**src/common/acc_pkg.sv**
```systemverilog
package acc_pkg;

  // Register byte addresses on the Wishbone slave.
  localparam logic [7:0] ADDR_CTRL    = 8'h00;
  localparam logic [7:0] ADDR_CHAN    = 8'h04;
  localparam logic [7:0] ADDR_REF     = 8'h08;
  localparam logic [7:0] ADDR_CLKDIV  = 8'h0c;
  localparam logic [7:0] ADDR_IRQ     = 8'h10;
  localparam logic [7:0] ADDR_RESULT  = 8'h14;
  localparam logic [7:0] ADDR_STATUS  = 8'h18;

  // Control register bit positions.
  localparam int CTRL_ON_BIT   = 0;
  localparam int CTRL_GO_BIT   = 1;
  localparam int CTRL_CONT_BIT = 2;
  localparam int CTRL_CS_BIT   = 3;
  localparam int CTRL_FM_BIT   = 4;
  localparam int CTRL_SLEEP_BIT = 5;

  // Interrupt register bit positions.
  localparam int IRQ_FLAG_BIT  = 0;
  localparam int IRQ_EN_BIT    = 1;
  localparam int IRQ_PERIPHERAL_IRQ_ENABLE_BIT  = 2;
  localparam int IRQ_GIE_BIT   = 3;

  // Reference register fields.
  localparam int REF_NREF_BIT  = 4;

  // Channel codes.
  localparam logic [5:0] CH_LAST_PIN = 6'h22;
  localparam logic [5:0] CH_AGND     = 6'h3c;
  localparam logic [5:0] CH_TEMP     = 6'h3d;
  localparam logic [5:0] CH_DAC      = 6'h3e;
  localparam logic [5:0] CH_FVR      = 6'h3f;

  // Positive reference codes.
  localparam logic [2:0] PREF_VDD    = 3'h0;
  localparam logic [2:0] PREF_PIN    = 3'h1;
  localparam logic [2:0] PREF_FVR1   = 3'h2;
  localparam logic [2:0] PREF_FVR2   = 3'h3;
  localparam logic [2:0] PREF_FVR4   = 3'h4;

  // Conversion length: 11.5 periods counted in half periods.
  localparam int HALF_PERIODS = 23;
  localparam int RESULT_W     = 10;

  typedef enum logic [1:0] {
    ACC_IDLE = 2'b00,
    ACC_CONV = 2'b01,
    ACC_DONE = 2'b11
  } acc_state_t;

  typedef struct packed {
    logic [5:0] chan;
    logic [2:0] pref;
    logic       nref_pin;
  } acc_analog_t;

endpackage

```
**src/acc_clkdiv.sv**
```systemverilog
`timescale 1ns/10ps
module acc_clkdiv
  import acc_pkg::*;
#(
  parameter int DIV_W = 6
) (
  input  wire logic             clk_i,     // System clock.
  input  wire logic             rst_i,     // Synchronous reset.
  input  wire logic [DIV_W-1:0] div_i,     // Divider code.
  input  wire logic             restart_i, // Restart count.
  output logic                  tick_o     // Half-period tick.
);

  initial begin
    if (DIV_W < 1 || DIV_W > 16) begin
      $error("acc_clkdiv: DIV_W out of range");
    end
  end

  // Ratio is 2*code+2, so a half period lasts code+1 system cycles.
  logic [DIV_W-1:0] cnt;

  always_ff @(posedge clk_i) begin
    if (rst_i || restart_i) begin
      cnt <= '0;
    end else if (cnt == div_i) begin
      cnt <= '0;
    end else begin
      cnt <= cnt + 1'b1;
    end
  end

  assign tick_o = !rst_i && !restart_i && (cnt == div_i);

endmodule // acc_clkdiv

```
**src/acc_top.sv**
```systemverilog
// How it works
// - Channel codes 0 to 0x22 connect external analog pins in order.
// - Codes 0x3f, 0x3e, 0x3d select fixed reference, DAC, temperature.
// - Code 0x3c selects ground; reserved codes connect nothing.
// - Positive reference chooses pin, supply, or 1.024/2.048/4.096 V.
// - One bit chooses the negative reference pin or ground.
// - Clock source bit one picks internal RC clock, zero picks system.
// - System clock divided by twice the code plus two.
// - A conversion lasts 11.5 bit periods, one bit resolved per period.
// - Control logic runs on the system clock; only engine steps follow the selected clock.
// - Non-RC conversion clock tracks the system clock.
// - Interrupt request only while done flag and enable are both set.
// - Done flag set after every conversion regardless of enable.
// - Conversions proceed in sleep only on the internal RC clock.
// - Enabled completion interrupt wakes the device from sleep.
// - After wake, vector only when global interrupts are enabled.
// - Result stored left or right justified by the format bit.
// - Converter works only while its on bit is set.
// - Completion clears go unless continuous, sets flag, stores result.
// - Clearing go mid-conversion discards the partial result.
// - Format bit one means right justified, zero left justified.
`timescale 1ns/10ps
module acc_top
  import acc_pkg::*;
#(
  parameter int DIV_W = 6
) (
  input  wire logic                clk_i,      // System clock, 250 MHz.
  input  wire logic                rst_i,      // Synchronous reset.
  input  wire logic                wb_cyc_i,   // Wishbone cycle.
  input  wire logic                wb_stb_i,   // Wishbone strobe.
  input  wire logic                wb_we_i,    // Wishbone write enable.
  input  wire logic [7:0]          wb_adr_i,   // Wishbone byte address.
  input  wire logic [3:0]          wb_sel_i,   // Wishbone byte selects.
  input  wire logic [31:0]         wb_dat_i,   // Wishbone write data.
  output logic      [31:0]         wb_dat_o,   // Wishbone read data.
  output logic                     wb_ack_o,   // Wishbone acknowledge.
  input  wire logic                rc_clk_i,   // Internal RC clock, sampled.
  input  wire logic                sar_bit_i,  // Comparator decision.
  output logic      [RESULT_W-1:0] sar_trial_o, // Trial code to DAC.
  output logic                     sample_o,   // Sample-and-hold acquiring.
  output acc_analog_t              analog_o,   // Mux and reference selects.
  output logic                     pin_sel_o,  // Channel is an external pin.
  output logic                     connect_o,  // Any channel connected.
  input  wire logic                sleep_i,    // Device in sleep.
  output logic                     irq_o,      // Peripheral interrupt request.
  output logic                     wake_o,     // Wake from sleep.
  output logic                     vector_o    // Take the service routine.
);

  initial begin
    if (DIV_W != 6) begin
      $error("acc_top: divider field must be six bits");
    end
  end

  // Software-visible state.
  logic             conv_on;
  logic             conv_go;
  logic             cont_mode;
  logic             clk_src_rc;
  logic             justify_right;
  logic [5:0]       chan;
  logic [2:0]       pref;
  logic             nref_pin;
  logic [DIV_W-1:0] clk_div;
  logic             done_flag;
  logic             irq_en;
  logic             periph_en;
  logic             global_en;
  logic [15:0]      result;

  // Conversion engine state.
  acc_state_t       state;
  logic [4:0]       half_cnt;
  logic [RESULT_W-1:0] sar_reg;
  logic [3:0]       bit_idx;

  logic wr_stb;
  logic rd_hit;
  logic wr_ctrl;
  logic wr_irq;
  logic go_clear;
  logic conv_end;
  logic tick;
  logic div_tick;
  logic rc_s1;
  logic rc_s2;
  logic rc_s3;
  logic rc_tick;
  logic restart;
  logic [DIV_W-1:0] prev_div;
  logic             prev_src;
  logic [RESULT_W-1:0] final_val;

  assign wr_stb  = wb_cyc_i && wb_stb_i && wb_we_i && !wb_ack_o && wb_sel_i[0];
  assign wr_ctrl = wr_stb && (wb_adr_i == ADDR_CTRL);
  assign wr_irq  = wr_stb && (wb_adr_i == ADDR_IRQ);

  // One-cycle ack after each request, dropped the cycle after.
  always_ff @(posedge clk_i) begin
    if (rst_i) begin
      wb_ack_o <= 1'b0;
    end else begin
      wb_ack_o <= wb_cyc_i && wb_stb_i && !wb_ack_o;
    end
  end

  // Configuration registers.
  always_ff @(posedge clk_i) begin
    if (rst_i) begin
      conv_on       <= 1'b0;
      cont_mode     <= 1'b0;
      clk_src_rc    <= 1'b0;
      justify_right <= 1'b0;
      chan          <= '0;
      pref          <= PREF_VDD;
      nref_pin      <= 1'b0;
      clk_div       <= '0;
      irq_en        <= 1'b0;
      periph_en     <= 1'b0;
      global_en     <= 1'b0;
    end else begin
      if (wr_ctrl) begin
        conv_on       <= wb_dat_i[CTRL_ON_BIT];
        cont_mode     <= wb_dat_i[CTRL_CONT_BIT];
        clk_src_rc    <= wb_dat_i[CTRL_CS_BIT];
        justify_right <= wb_dat_i[CTRL_FM_BIT];
      end
      if (wr_stb && wb_adr_i == ADDR_CHAN) begin
        chan <= wb_dat_i[5:0];
      end
      if (wr_stb && wb_adr_i == ADDR_REF) begin
        pref     <= wb_dat_i[2:0];
        nref_pin <= wb_dat_i[REF_NREF_BIT];
      end
      if (wr_stb && wb_adr_i == ADDR_CLKDIV) begin
        clk_div <= wb_dat_i[DIV_W-1:0];
      end
      if (wr_irq) begin
        irq_en    <= wb_dat_i[IRQ_EN_BIT];
        periph_en <= wb_dat_i[IRQ_PERIPHERAL_IRQ_ENABLE_BIT];
        global_en <= wb_dat_i[IRQ_GIE_BIT];
      end
    end
  end

  // Go bit: software sets or clears it, hardware clears it at the end unless continuous.
  assign go_clear = wr_ctrl && !wb_dat_i[CTRL_GO_BIT];

  // The on bit written together with go decides, so one write can start from off.
  always_ff @(posedge clk_i) begin
    if (rst_i) begin
      conv_go <= 1'b0;
    end else if (go_clear) begin
      conv_go <= 1'b0;
    end else if (wr_ctrl) begin
      conv_go <= wb_dat_i[CTRL_ON_BIT];
    end else if (!conv_on) begin
      conv_go <= 1'b0;
    end else if (conv_end && !cont_mode) begin
      conv_go <= 1'b0;
    end
  end

  // Done flag: set wins over a software clear; never cleared by hardware.
  always_ff @(posedge clk_i) begin
    if (rst_i) begin
      done_flag <= 1'b0;
    end else if (conv_end) begin
      done_flag <= 1'b1;
    end else if (wr_irq && !wb_dat_i[IRQ_FLAG_BIT]) begin
      done_flag <= 1'b0;
    end
  end

  // RC clock is sampled through two flops; the third only feeds edge detect.
  always_ff @(posedge clk_i) begin
    if (rst_i) begin
      rc_s1 <= 1'b0;
      rc_s2 <= 1'b0;
      rc_s3 <= 1'b0;
    end else begin
      rc_s1 <= rc_clk_i;
      rc_s2 <= rc_s1;
      rc_s3 <= rc_s2;
    end
  end

  // Each synchronized RC edge gives exactly one half-period tick.
  assign rc_tick = rc_s2 ^ rc_s3;

  // Divider restarts whenever its field or the source changes.
  always_ff @(posedge clk_i) begin
    if (rst_i) begin
      prev_div <= '0;
      prev_src <= 1'b0;
    end else begin
      prev_div <= clk_div;
      prev_src <= clk_src_rc;
    end
  end

  assign restart = (prev_div != clk_div) || (prev_src != clk_src_rc);

  acc_clkdiv #(
    .DIV_W(DIV_W)
  ) u_div (
    .clk_i    (clk_i),
    .rst_i    (rst_i),
    .div_i    (clk_div),
    .restart_i(restart),
    .tick_o   (div_tick)
  );

  // Engine steps on the selected clock; the divided tick tracks clk_i.
  assign tick = clk_src_rc ? rc_tick : div_tick;

  // Successive approximation: acquire for three half periods, then one
  // bit per period, finishing after 23 half periods in all.
  always_ff @(posedge clk_i) begin
    if (rst_i) begin
      state    <= ACC_IDLE;
      half_cnt <= '0;
      sar_reg  <= '0;
      bit_idx  <= '0;
    end else begin
      case (state)
        ACC_IDLE: begin
          half_cnt <= '0;
          bit_idx  <= 4'(RESULT_W - 1);
          sar_reg  <= '0;
          // Non-RC sources stall while asleep.
          if (conv_go && conv_on && (clk_src_rc || !sleep_i)) begin
            state <= ACC_CONV;
          end
        end
        ACC_CONV: begin
          if (!conv_go || !conv_on) begin
            state <= ACC_IDLE;
          end else if (tick && !(sleep_i && !clk_src_rc)) begin
            half_cnt <= half_cnt + 5'd1;
            if (half_cnt >= 5'd3 && half_cnt[0]) begin
              sar_reg[bit_idx] <= sar_bit_i;
              bit_idx <= bit_idx - 4'd1;
            end
            if (half_cnt == 5'(HALF_PERIODS - 1)) begin
              state <= ACC_DONE;
            end
          end
        end
        ACC_DONE: begin
          state <= ACC_IDLE;
        end
        default: begin
          state <= ACC_IDLE;
        end
      endcase
    end
  end

  assign conv_end  = (state == ACC_DONE);
  assign final_val = sar_reg;

  always_ff @(posedge clk_i) begin
    if (rst_i) begin
      result <= '0;
    end else if (conv_end) begin
      if (justify_right) begin
        result <= {6'h00, final_val};
      end else begin
        result <= {final_val, 6'h00};
      end
    end
  end

  // Trial code drives the internal DAC: decided bits plus the bit under test.
  always_comb begin
    sar_trial_o = sar_reg;
    if (state == ACC_CONV && half_cnt >= 5'd3 && bit_idx < 4'(RESULT_W)) begin
      sar_trial_o[bit_idx] = 1'b1;
    end
  end

  assign sample_o = (state == ACC_CONV) && (half_cnt < 5'd3);

  // Analog selection outputs.
  assign analog_o.chan     = chan;
  assign analog_o.pref     = pref;
  assign analog_o.nref_pin = nref_pin;
  assign pin_sel_o = (chan <= CH_LAST_PIN);
  assign connect_o = (chan <= CH_LAST_PIN) || (chan >= CH_AGND);

  // Interrupt, wake and vectoring.
  assign irq_o    = done_flag && irq_en;
  assign wake_o   = sleep_i && irq_o;
  assign vector_o = irq_o && periph_en && global_en;

  // Read data is registered with the ack.
  always_ff @(posedge clk_i) begin
    if (rst_i) begin
      wb_dat_o <= '0;
    end else if (rd_hit) begin
      case (wb_adr_i)
        ADDR_CTRL: begin
          wb_dat_o <= {26'h0, sleep_i, justify_right, clk_src_rc, cont_mode,
                       conv_go, conv_on};
        end
        ADDR_CHAN: begin
          wb_dat_o <= {26'h0, chan};
        end
        ADDR_REF: begin
          wb_dat_o <= {27'h0, nref_pin, 1'b0, pref};
        end
        ADDR_CLKDIV: begin
          wb_dat_o <= {26'h0, clk_div};
        end
        ADDR_IRQ: begin
          wb_dat_o <= {28'h0, global_en, periph_en, irq_en, done_flag};
        end
        ADDR_RESULT: begin
          wb_dat_o <= {16'h0, result};
        end
        ADDR_STATUS: begin
          wb_dat_o <= {30'h0, state};
        end
        default: begin
          wb_dat_o <= '0;
        end
      endcase
    end
  end

  assign rd_hit = wb_cyc_i && wb_stb_i && !wb_we_i && !wb_ack_o;

endmodule // acc_top

```
**config.mk**
```make
export PLATFORM = sky130hd
export DESIGN_NAME = acc_top
export DESIGN_NICKNAME = d
export VERILOG_FILES = /design/src/common/acc_pkg.sv /design/src/acc_clkdiv.sv /design/src/acc_top.sv
export SDC_FILE = /design/constraint.sdc
export NUM_CORES = 1
export LEC_CHECK = 0
export BUFFER_PORTS_ARGS = -buffer_cell sky130_fd_sc_hd__buf_2
export CAP_MARGIN = 20
export CORE_MARGIN = 2
export CORE_UTILIZATION = 57
export CTS_CLUSTER_DIAMETER = 60
export DETAILED_ROUTE_END_ITERATION = 12
export PLACE_DENSITY = 0.85
export REMOVE_ABC_BUFFERS = 1
export SYNTH_ARGS = -nofsm -noshare
export SYNTH_HDL_FRONTEND = slang
export SYNTH_SLANG_ARGS = --single-unit
```
**constraint.sdc**
```tcl
create_clock -name clk_i -period 3.2 [get_ports clk_i]
set_input_delay 0.64 -clock clk_i [delete_from_list [all_inputs] [get_ports clk_i]]
set_output_delay 0.64 -clock clk_i [all_outputs]
set_load 0.01 [all_outputs]
```
# [Word-level counts from Yosys, hierarchy flattened]
# Index checks and enable logic that the tools add are counted.
[totals] ff_bits=111 latchBits=0 mem_bits_rw=0 mem_bits_ro=0 input_bits=52 out_inout_bits=59 elab_cells=141 mem_count=0
[op_classes] add_sub_neg=3 mul=0 n_div=0 order_cmp=7 eq_ne=19 shift=0 muxes=28 bitwise=2 n_reduce_logical=56
[op_table] cell="$pmux W16 S7" n=1
[op_table] cell="$mux W10" n=4
[op_table] cell="$logic_and A1 B1 Y1" n=30
[op_table] cell="$eq A8 B5 Y1 const B" n=3
[op_table] cell="$pmux W10 S2" n=1
[op_table] cell="$eq A8 B4 Y1 const B" n=2
[op_table] cell="$mux W16" n=1
[op_table] cell="$logic_not A1 Y1" n=12
[op_table] cell="$mux W4" n=3
[op_table] cell="$bwmux W10" n=1
[op_table] cell="$mux W5" n=2
[op_table] cell="$or A10 B10 Y10" n=1
[op_table] cell="$pmux W5 S2" n=1
[op_table] cell="$eq A8 B3 Y1 const B" n=1
[op_table] cell="$logic_not A8 Y1" n=1
[op_table] cell="$mux W2" n=4
[op_table] cell="$ne A2 B2 Y1 const B" n=4
[op_table] cell="$pmux W4 S2" n=1
[op_table] cell="$mux W1" n=7
[op_table] cell="$add A6 B1 Y6 const B" n=1
[op_table] cell="$eq A6 B6 Y1" n=1
[op_table] cell="$ge A6 B6 Y1 const B" n=1
[op_table] cell="$le A6 B6 Y1 const B" n=1
[op_table] cell="$ne A3 B3 Y1 const B" n=2
[op_table] cell="other kinds (22)" n=29

# [Longest topological paths before layout]
[logic_depth] word_depth=10 mapped_depth=8 ltp_nobuf=6

# [Hierarchy]
# From an unflattened synthesis, not the netlist that was laid out.
[unflattened] hier_cells=501 hier_area_um2=4638.2
[by_module_without_submodules] module="acc_top" n_inst=1 cells_per_inst=465 area_per_inst_um2=4266.6 seq_area_each_um2=1781.7
[by_module_without_submodules] module="acc_clkdiv" n_inst=1 cells_per_inst=36 area_per_inst_um2=371.6 seq_area_each_um2=120.1

# [Worst setup path before layout]
# No wires, ideal clock.
[synth_timing] kind="input to register" from="input rst_i" to="register half_cnt[3]" arrival_time_ns=2.245 t_required_ns=3.126 setup_slack_ns=0.881 cell_stages=5 path_buffers=0 path_cell_list="or4_4 -> and4bb_4 -> nor2_1 -> or4_1 -> a31oi_1"
[synth_via] elab_chain_len=7
[synth_rtl] item="from (decl)" line="acc_top.sv:29" text="input wire logic rst_i,"
[synth_rtl] item="$logic_not A1 Y1" line="acc_clkdiv.sv:33" text="assign tick_o = !rst_i && !restart_i && (cnt == div_i);"
[synth_rtl] item="$logic_and A1 B1 Y1 (2 in a row)" line="acc_clkdiv.sv:33"
[synth_rtl] item="$mux W1" line="acc_top.sv:217" text="assign tick = clk_src_rc ? rc_tick : div_tick;"
[synth_rtl] item="$logic_and A1 B1 Y1" line="acc_top.sv:241" text="end else if (tick && !(sleep_i && !clk_src_rc)) begin"
[synth_rtl] item="$ne A2 B2 Y1 (no source line)"
[synth_rtl] item="$reduce_and A3 Y1 (no source line)"
[synth_rtl] item="to (signal assigned)" line="acc_top.sv:242" text="half_cnt <= half_cnt + 5'd1;"
[synth_rtl] item="to (decl)" line="acc_top.sv:75" text="logic [4:0] half_cnt;"
# Several ways; a longest one is shown, not always the timed one.
# A chain may end at the register's enable or synchronous reset.

# [Worst setup path in the final report]
[layout_timing] from="register half_cnt[2]" to="output sar_trial_o[4]"
[layout_via] elab_chain_len=4
[layout_rtl] item="$ge A5 B2 Y1" line="acc_top.sv:280" text="if (state == ACC_CONV && half_cnt >= 5'd3 && bit_idx < 4'(RESULT_W)) begin"
[layout_rtl] item="$logic_and A1 B1 Y1 (2 in a row)" line="acc_top.sv:280"
[layout_rtl] item="$mux W10" line="acc_top.sv:280"
[layout_rtl] item="to (decl)" line="acc_top.sv:40" text="output logic [RESULT_W-1:0] sar_trial_o,"
# Every way passes these cells.

==> flow_summary_export.csv <==
group,metric,value,unit
sta,tightest_slew,819,ps
power,power_leakage,2.06,nW
global_route,grt_max_degree,83,
synthesis,postSynth.topFlopCell,"dfxtp_1",
routing,ant_nets,0,
finish,final_core_utilization,0.648,
sta,rsz0062_at_grt,"no",
finish,insertedDiodeCount,0,
die,core_area,0.00765,mm²
global_route,grt.overflow.total,0,
critical_path,startpoint_of_the_worst_register_to_register_path,"clk_src_rc",
placed_design,gpl_wtd_cong,0.856,
routing,wl_per_cell,14.8,µm
critical_path,arrival,2320,ps
cts,cts_tree,"yes",
finish,commonest_non_fill_non_tap_cells_in_the_layout,"dfxtp_1, buf_2, nand2_1, nor2_1, a21oi_1",
global_route,groute.usage.overall,0.234,
synthesis,synth-seq-area-share,0.427,
routing,route.detailed.vias_per_inst,5.75,
cts,postCtsHoldBufs,0,
sta,hold_violations,0,
sta,maxClockFrequency,0.338,GHz
finish,final_common_cell,"dfxtp_1",
placed_design,post-place-cells,651,
die,io_pins,111,
synthesis,ys_ff_latch,95,
sta,min_period,2960,ps
cts,numCtsBuffers,9,
critical_path,timing.critical_path.fanout_max,10,
worst_hold_path,startpoint_of_the_most_critical_hold_path,"rc_s1",
finish,nets,619,
cts,cts_setup_buffers,0,
run,max_cap_viol_count,0,
die,floorplan.die_area,0.00853,mm²
global_route,first_pass_grt_wire_length,16300,µm
sta,maxSlewViolCount,0,
cts,cts-root-to-sink-buffers,2,
worst_hold_path,min_to,"rc_s2",
run_status,run_status,"finished, final reports clean",
synthesis,async_reset_ff_frac,0,
cts,cts.clk_slew.worst_paths,90,ps
global_route,antenna_found_initial,0,
sta,final-setup-viol-count,0,
routing,num_vias,3837,
sta,fin_worst_skew,9.75,ps
finish,drive_gt1_frac,0.175,
critical_path,critical_path.startpoint,"half_cnt[2]",
critical_path,ff2ff_setup_slack,800,ps
die,initial_core_util,0.582,
cts,post_cts_resize_count,0,
power,worst_ir_drop_vdd,308,µV
synthesis,avgSynthCellArea,8.73,µm²
critical_path,r2r-end,"half_cnt[4]",
die,die_width,92.4,µm
finish,instances_no_fill,667,
synthesis,cell_variety_after_synth,57,
finish,n_fill_cell,644,
finish,multi_input_comb_area,0.00235,mm²
critical_path,worstSetupStartpointType,"register",
synthesis,syn_area,0.00445,mm²
routing,drt_first_pass_iters,4,
power,power-per-cell-area,417,mW/mm²
cts,ctsRootBufferMaster,"clkbuf_8",
critical_path,worst-endpoint-required,2560,ps
synthesis,synth-edff-count,0,
sta,fin_tns_setup,0,ps
global_route,first_global_vias,3498,
placed_design,dpl_cell_area,0.00476,mm²
routing,drtIter0Drc,258,
synthesis,yosys.area.top_type,"dfxtp_1",
cts,clock_insertion_delay_at_the_later_pin_of_the_skew_report,360,ps
cts,clock_sinks,95,
finish,fin_area,0.00496,mm²
worst_hold_path,hold_class,"register to register",
cts,cts_max_level,3,
routing,remaining_drc_errors,0,
worst_hold_path,hold_path_depth,1,
synthesis,synth.area.top_cells,"dfxtp_1, mux2i_1, nand2_1",
placed_design,detailed_place_hpwl,7000,µm
die,die_h,92.4,µm
die,std_cell_rows,32,
critical_path,critical_path_class,"register to primary output",
placed_design,io_buffer_count,65,
critical_path,worst-r2r-cell-count,6,
synthesis,post_synth_inst_count,510,
sta,timing.final.crit_share,0.926,
synthesis,synthesis.yosys.warnings,0,
synthesis,synth_top_cell_area_share,0.427,
critical_path,worst_setup_path_end_kind,"primary output",
finish,areaGrowthSynthToFinish,11.4,%
sta,slew-limit-headroom,0.454,
finish,ff_latch_area,0.00190,mm²
routing,wirelength,9900,µm
-- synth_stat cells, drive strengths merged (13+ instances only) --
cell / count
nor2: 59
nand2: 60
a21oi: 33
clkbuf: 28
nor2b: 17
dfxtp: 95
nand3: 14
buf: 18
xor2: 13
mux2i: 28
a22oi: 14
-- layer usage --
metal / GRT usage / wire length (µm)
met5: 0 / 0
met4: 0.101 / 223
met3: 0.0439 / 434
met2: 0.391 / 4930
met1: 0.297 / 4310
-- worst max path at each step --
| stage | end | slack, ps | cells past startpoint |
|---|---|---|---|
| after global routing | sar_trial_o[5] | 130 | 5 |
| after detailed placement | bit_idx[1] | 610 | 6 |
| after CTS | sar_trial_o[4] | 240 | 5 |
| after floorplan | bit_idx[1] | 840 | 5 |
| after global placement | bit_idx[1] | 620 | 6 |
| final | sar_trial_o[4] | 240 | 5 |
-- cells by family (layout without fill, tap and decap cells) --
| group | count (synthesis) | count (layout) | share of synthesized area |
|---|---|---|---|
| other | 1 | 16 | 0.000842 |
| AOI/OAI and AO/OA | 110 | 110 | 0.164 |
| adders and majority gates | 7 | 7 | 0.0197 |
| buffers and inverters | 52 | 92 | 0.0582 |
| DFF | 95 | 95 | 0.427 |
| muxes | 33 | 33 | 0.0815 |
| xor gates and xnor gates | 21 | 21 | 0.0413 |
| and+or+nand+nor | 191 | 191 | 0.207 |
-- layout make-up --
class | instances | share of cell area
tap | 102 | 0.0257
sequential | 95 | 0.384
multi-input combinational | 378 | 0.474
clock inverter | 6 | 0.0136
timing repair buffer | 70 | 0.0732
clock buffer | 10 | 0.0257
inverter | 6 | 0.00454
-- power breakdown --
group | switching (mW) | internal, mW
sequential | 0.00260 | 1.18
combinational | 0.0597 | 0.0253
clock | 0.429 | 0.367
-- flip-flops by register name, indices dropped and copies added, names as in the netlist, 2 cells and up --
signal / flops
bit_idx: 4
chan: 6
clk_div: 6
final_val: 10
half_cnt: 5
pref: 3
prev_div: 6
result: 16
state: 2
u_div.cnt: 6
wb_dat_o: 16
-- worst max-delay path, stage by stage, from the launching register on --
cell	delay (ps)
dfxtp_1	370
or3_1	410
a21o_1	180
o211ai_1	620
o21bai_1	200
buf_2	180
-- metrics by stage --
| step | total power [mW] | hold slack (ps) | setup slack (ps) |
|---|---|---|---|
| after global placement | 1.30 | 416 | 617 |
| after floorplan | 1.25 | 414 | 841 |
| final | 2.07 | 447 | 238 |
| after global routing | 2.14 | 477 | 125 |
| after detailed placement | 1.30 | 423 | 610 |
| after CTS | 2.08 | 446 | 240 |
No activity file was read; power rests on OpenSTA's default activity.
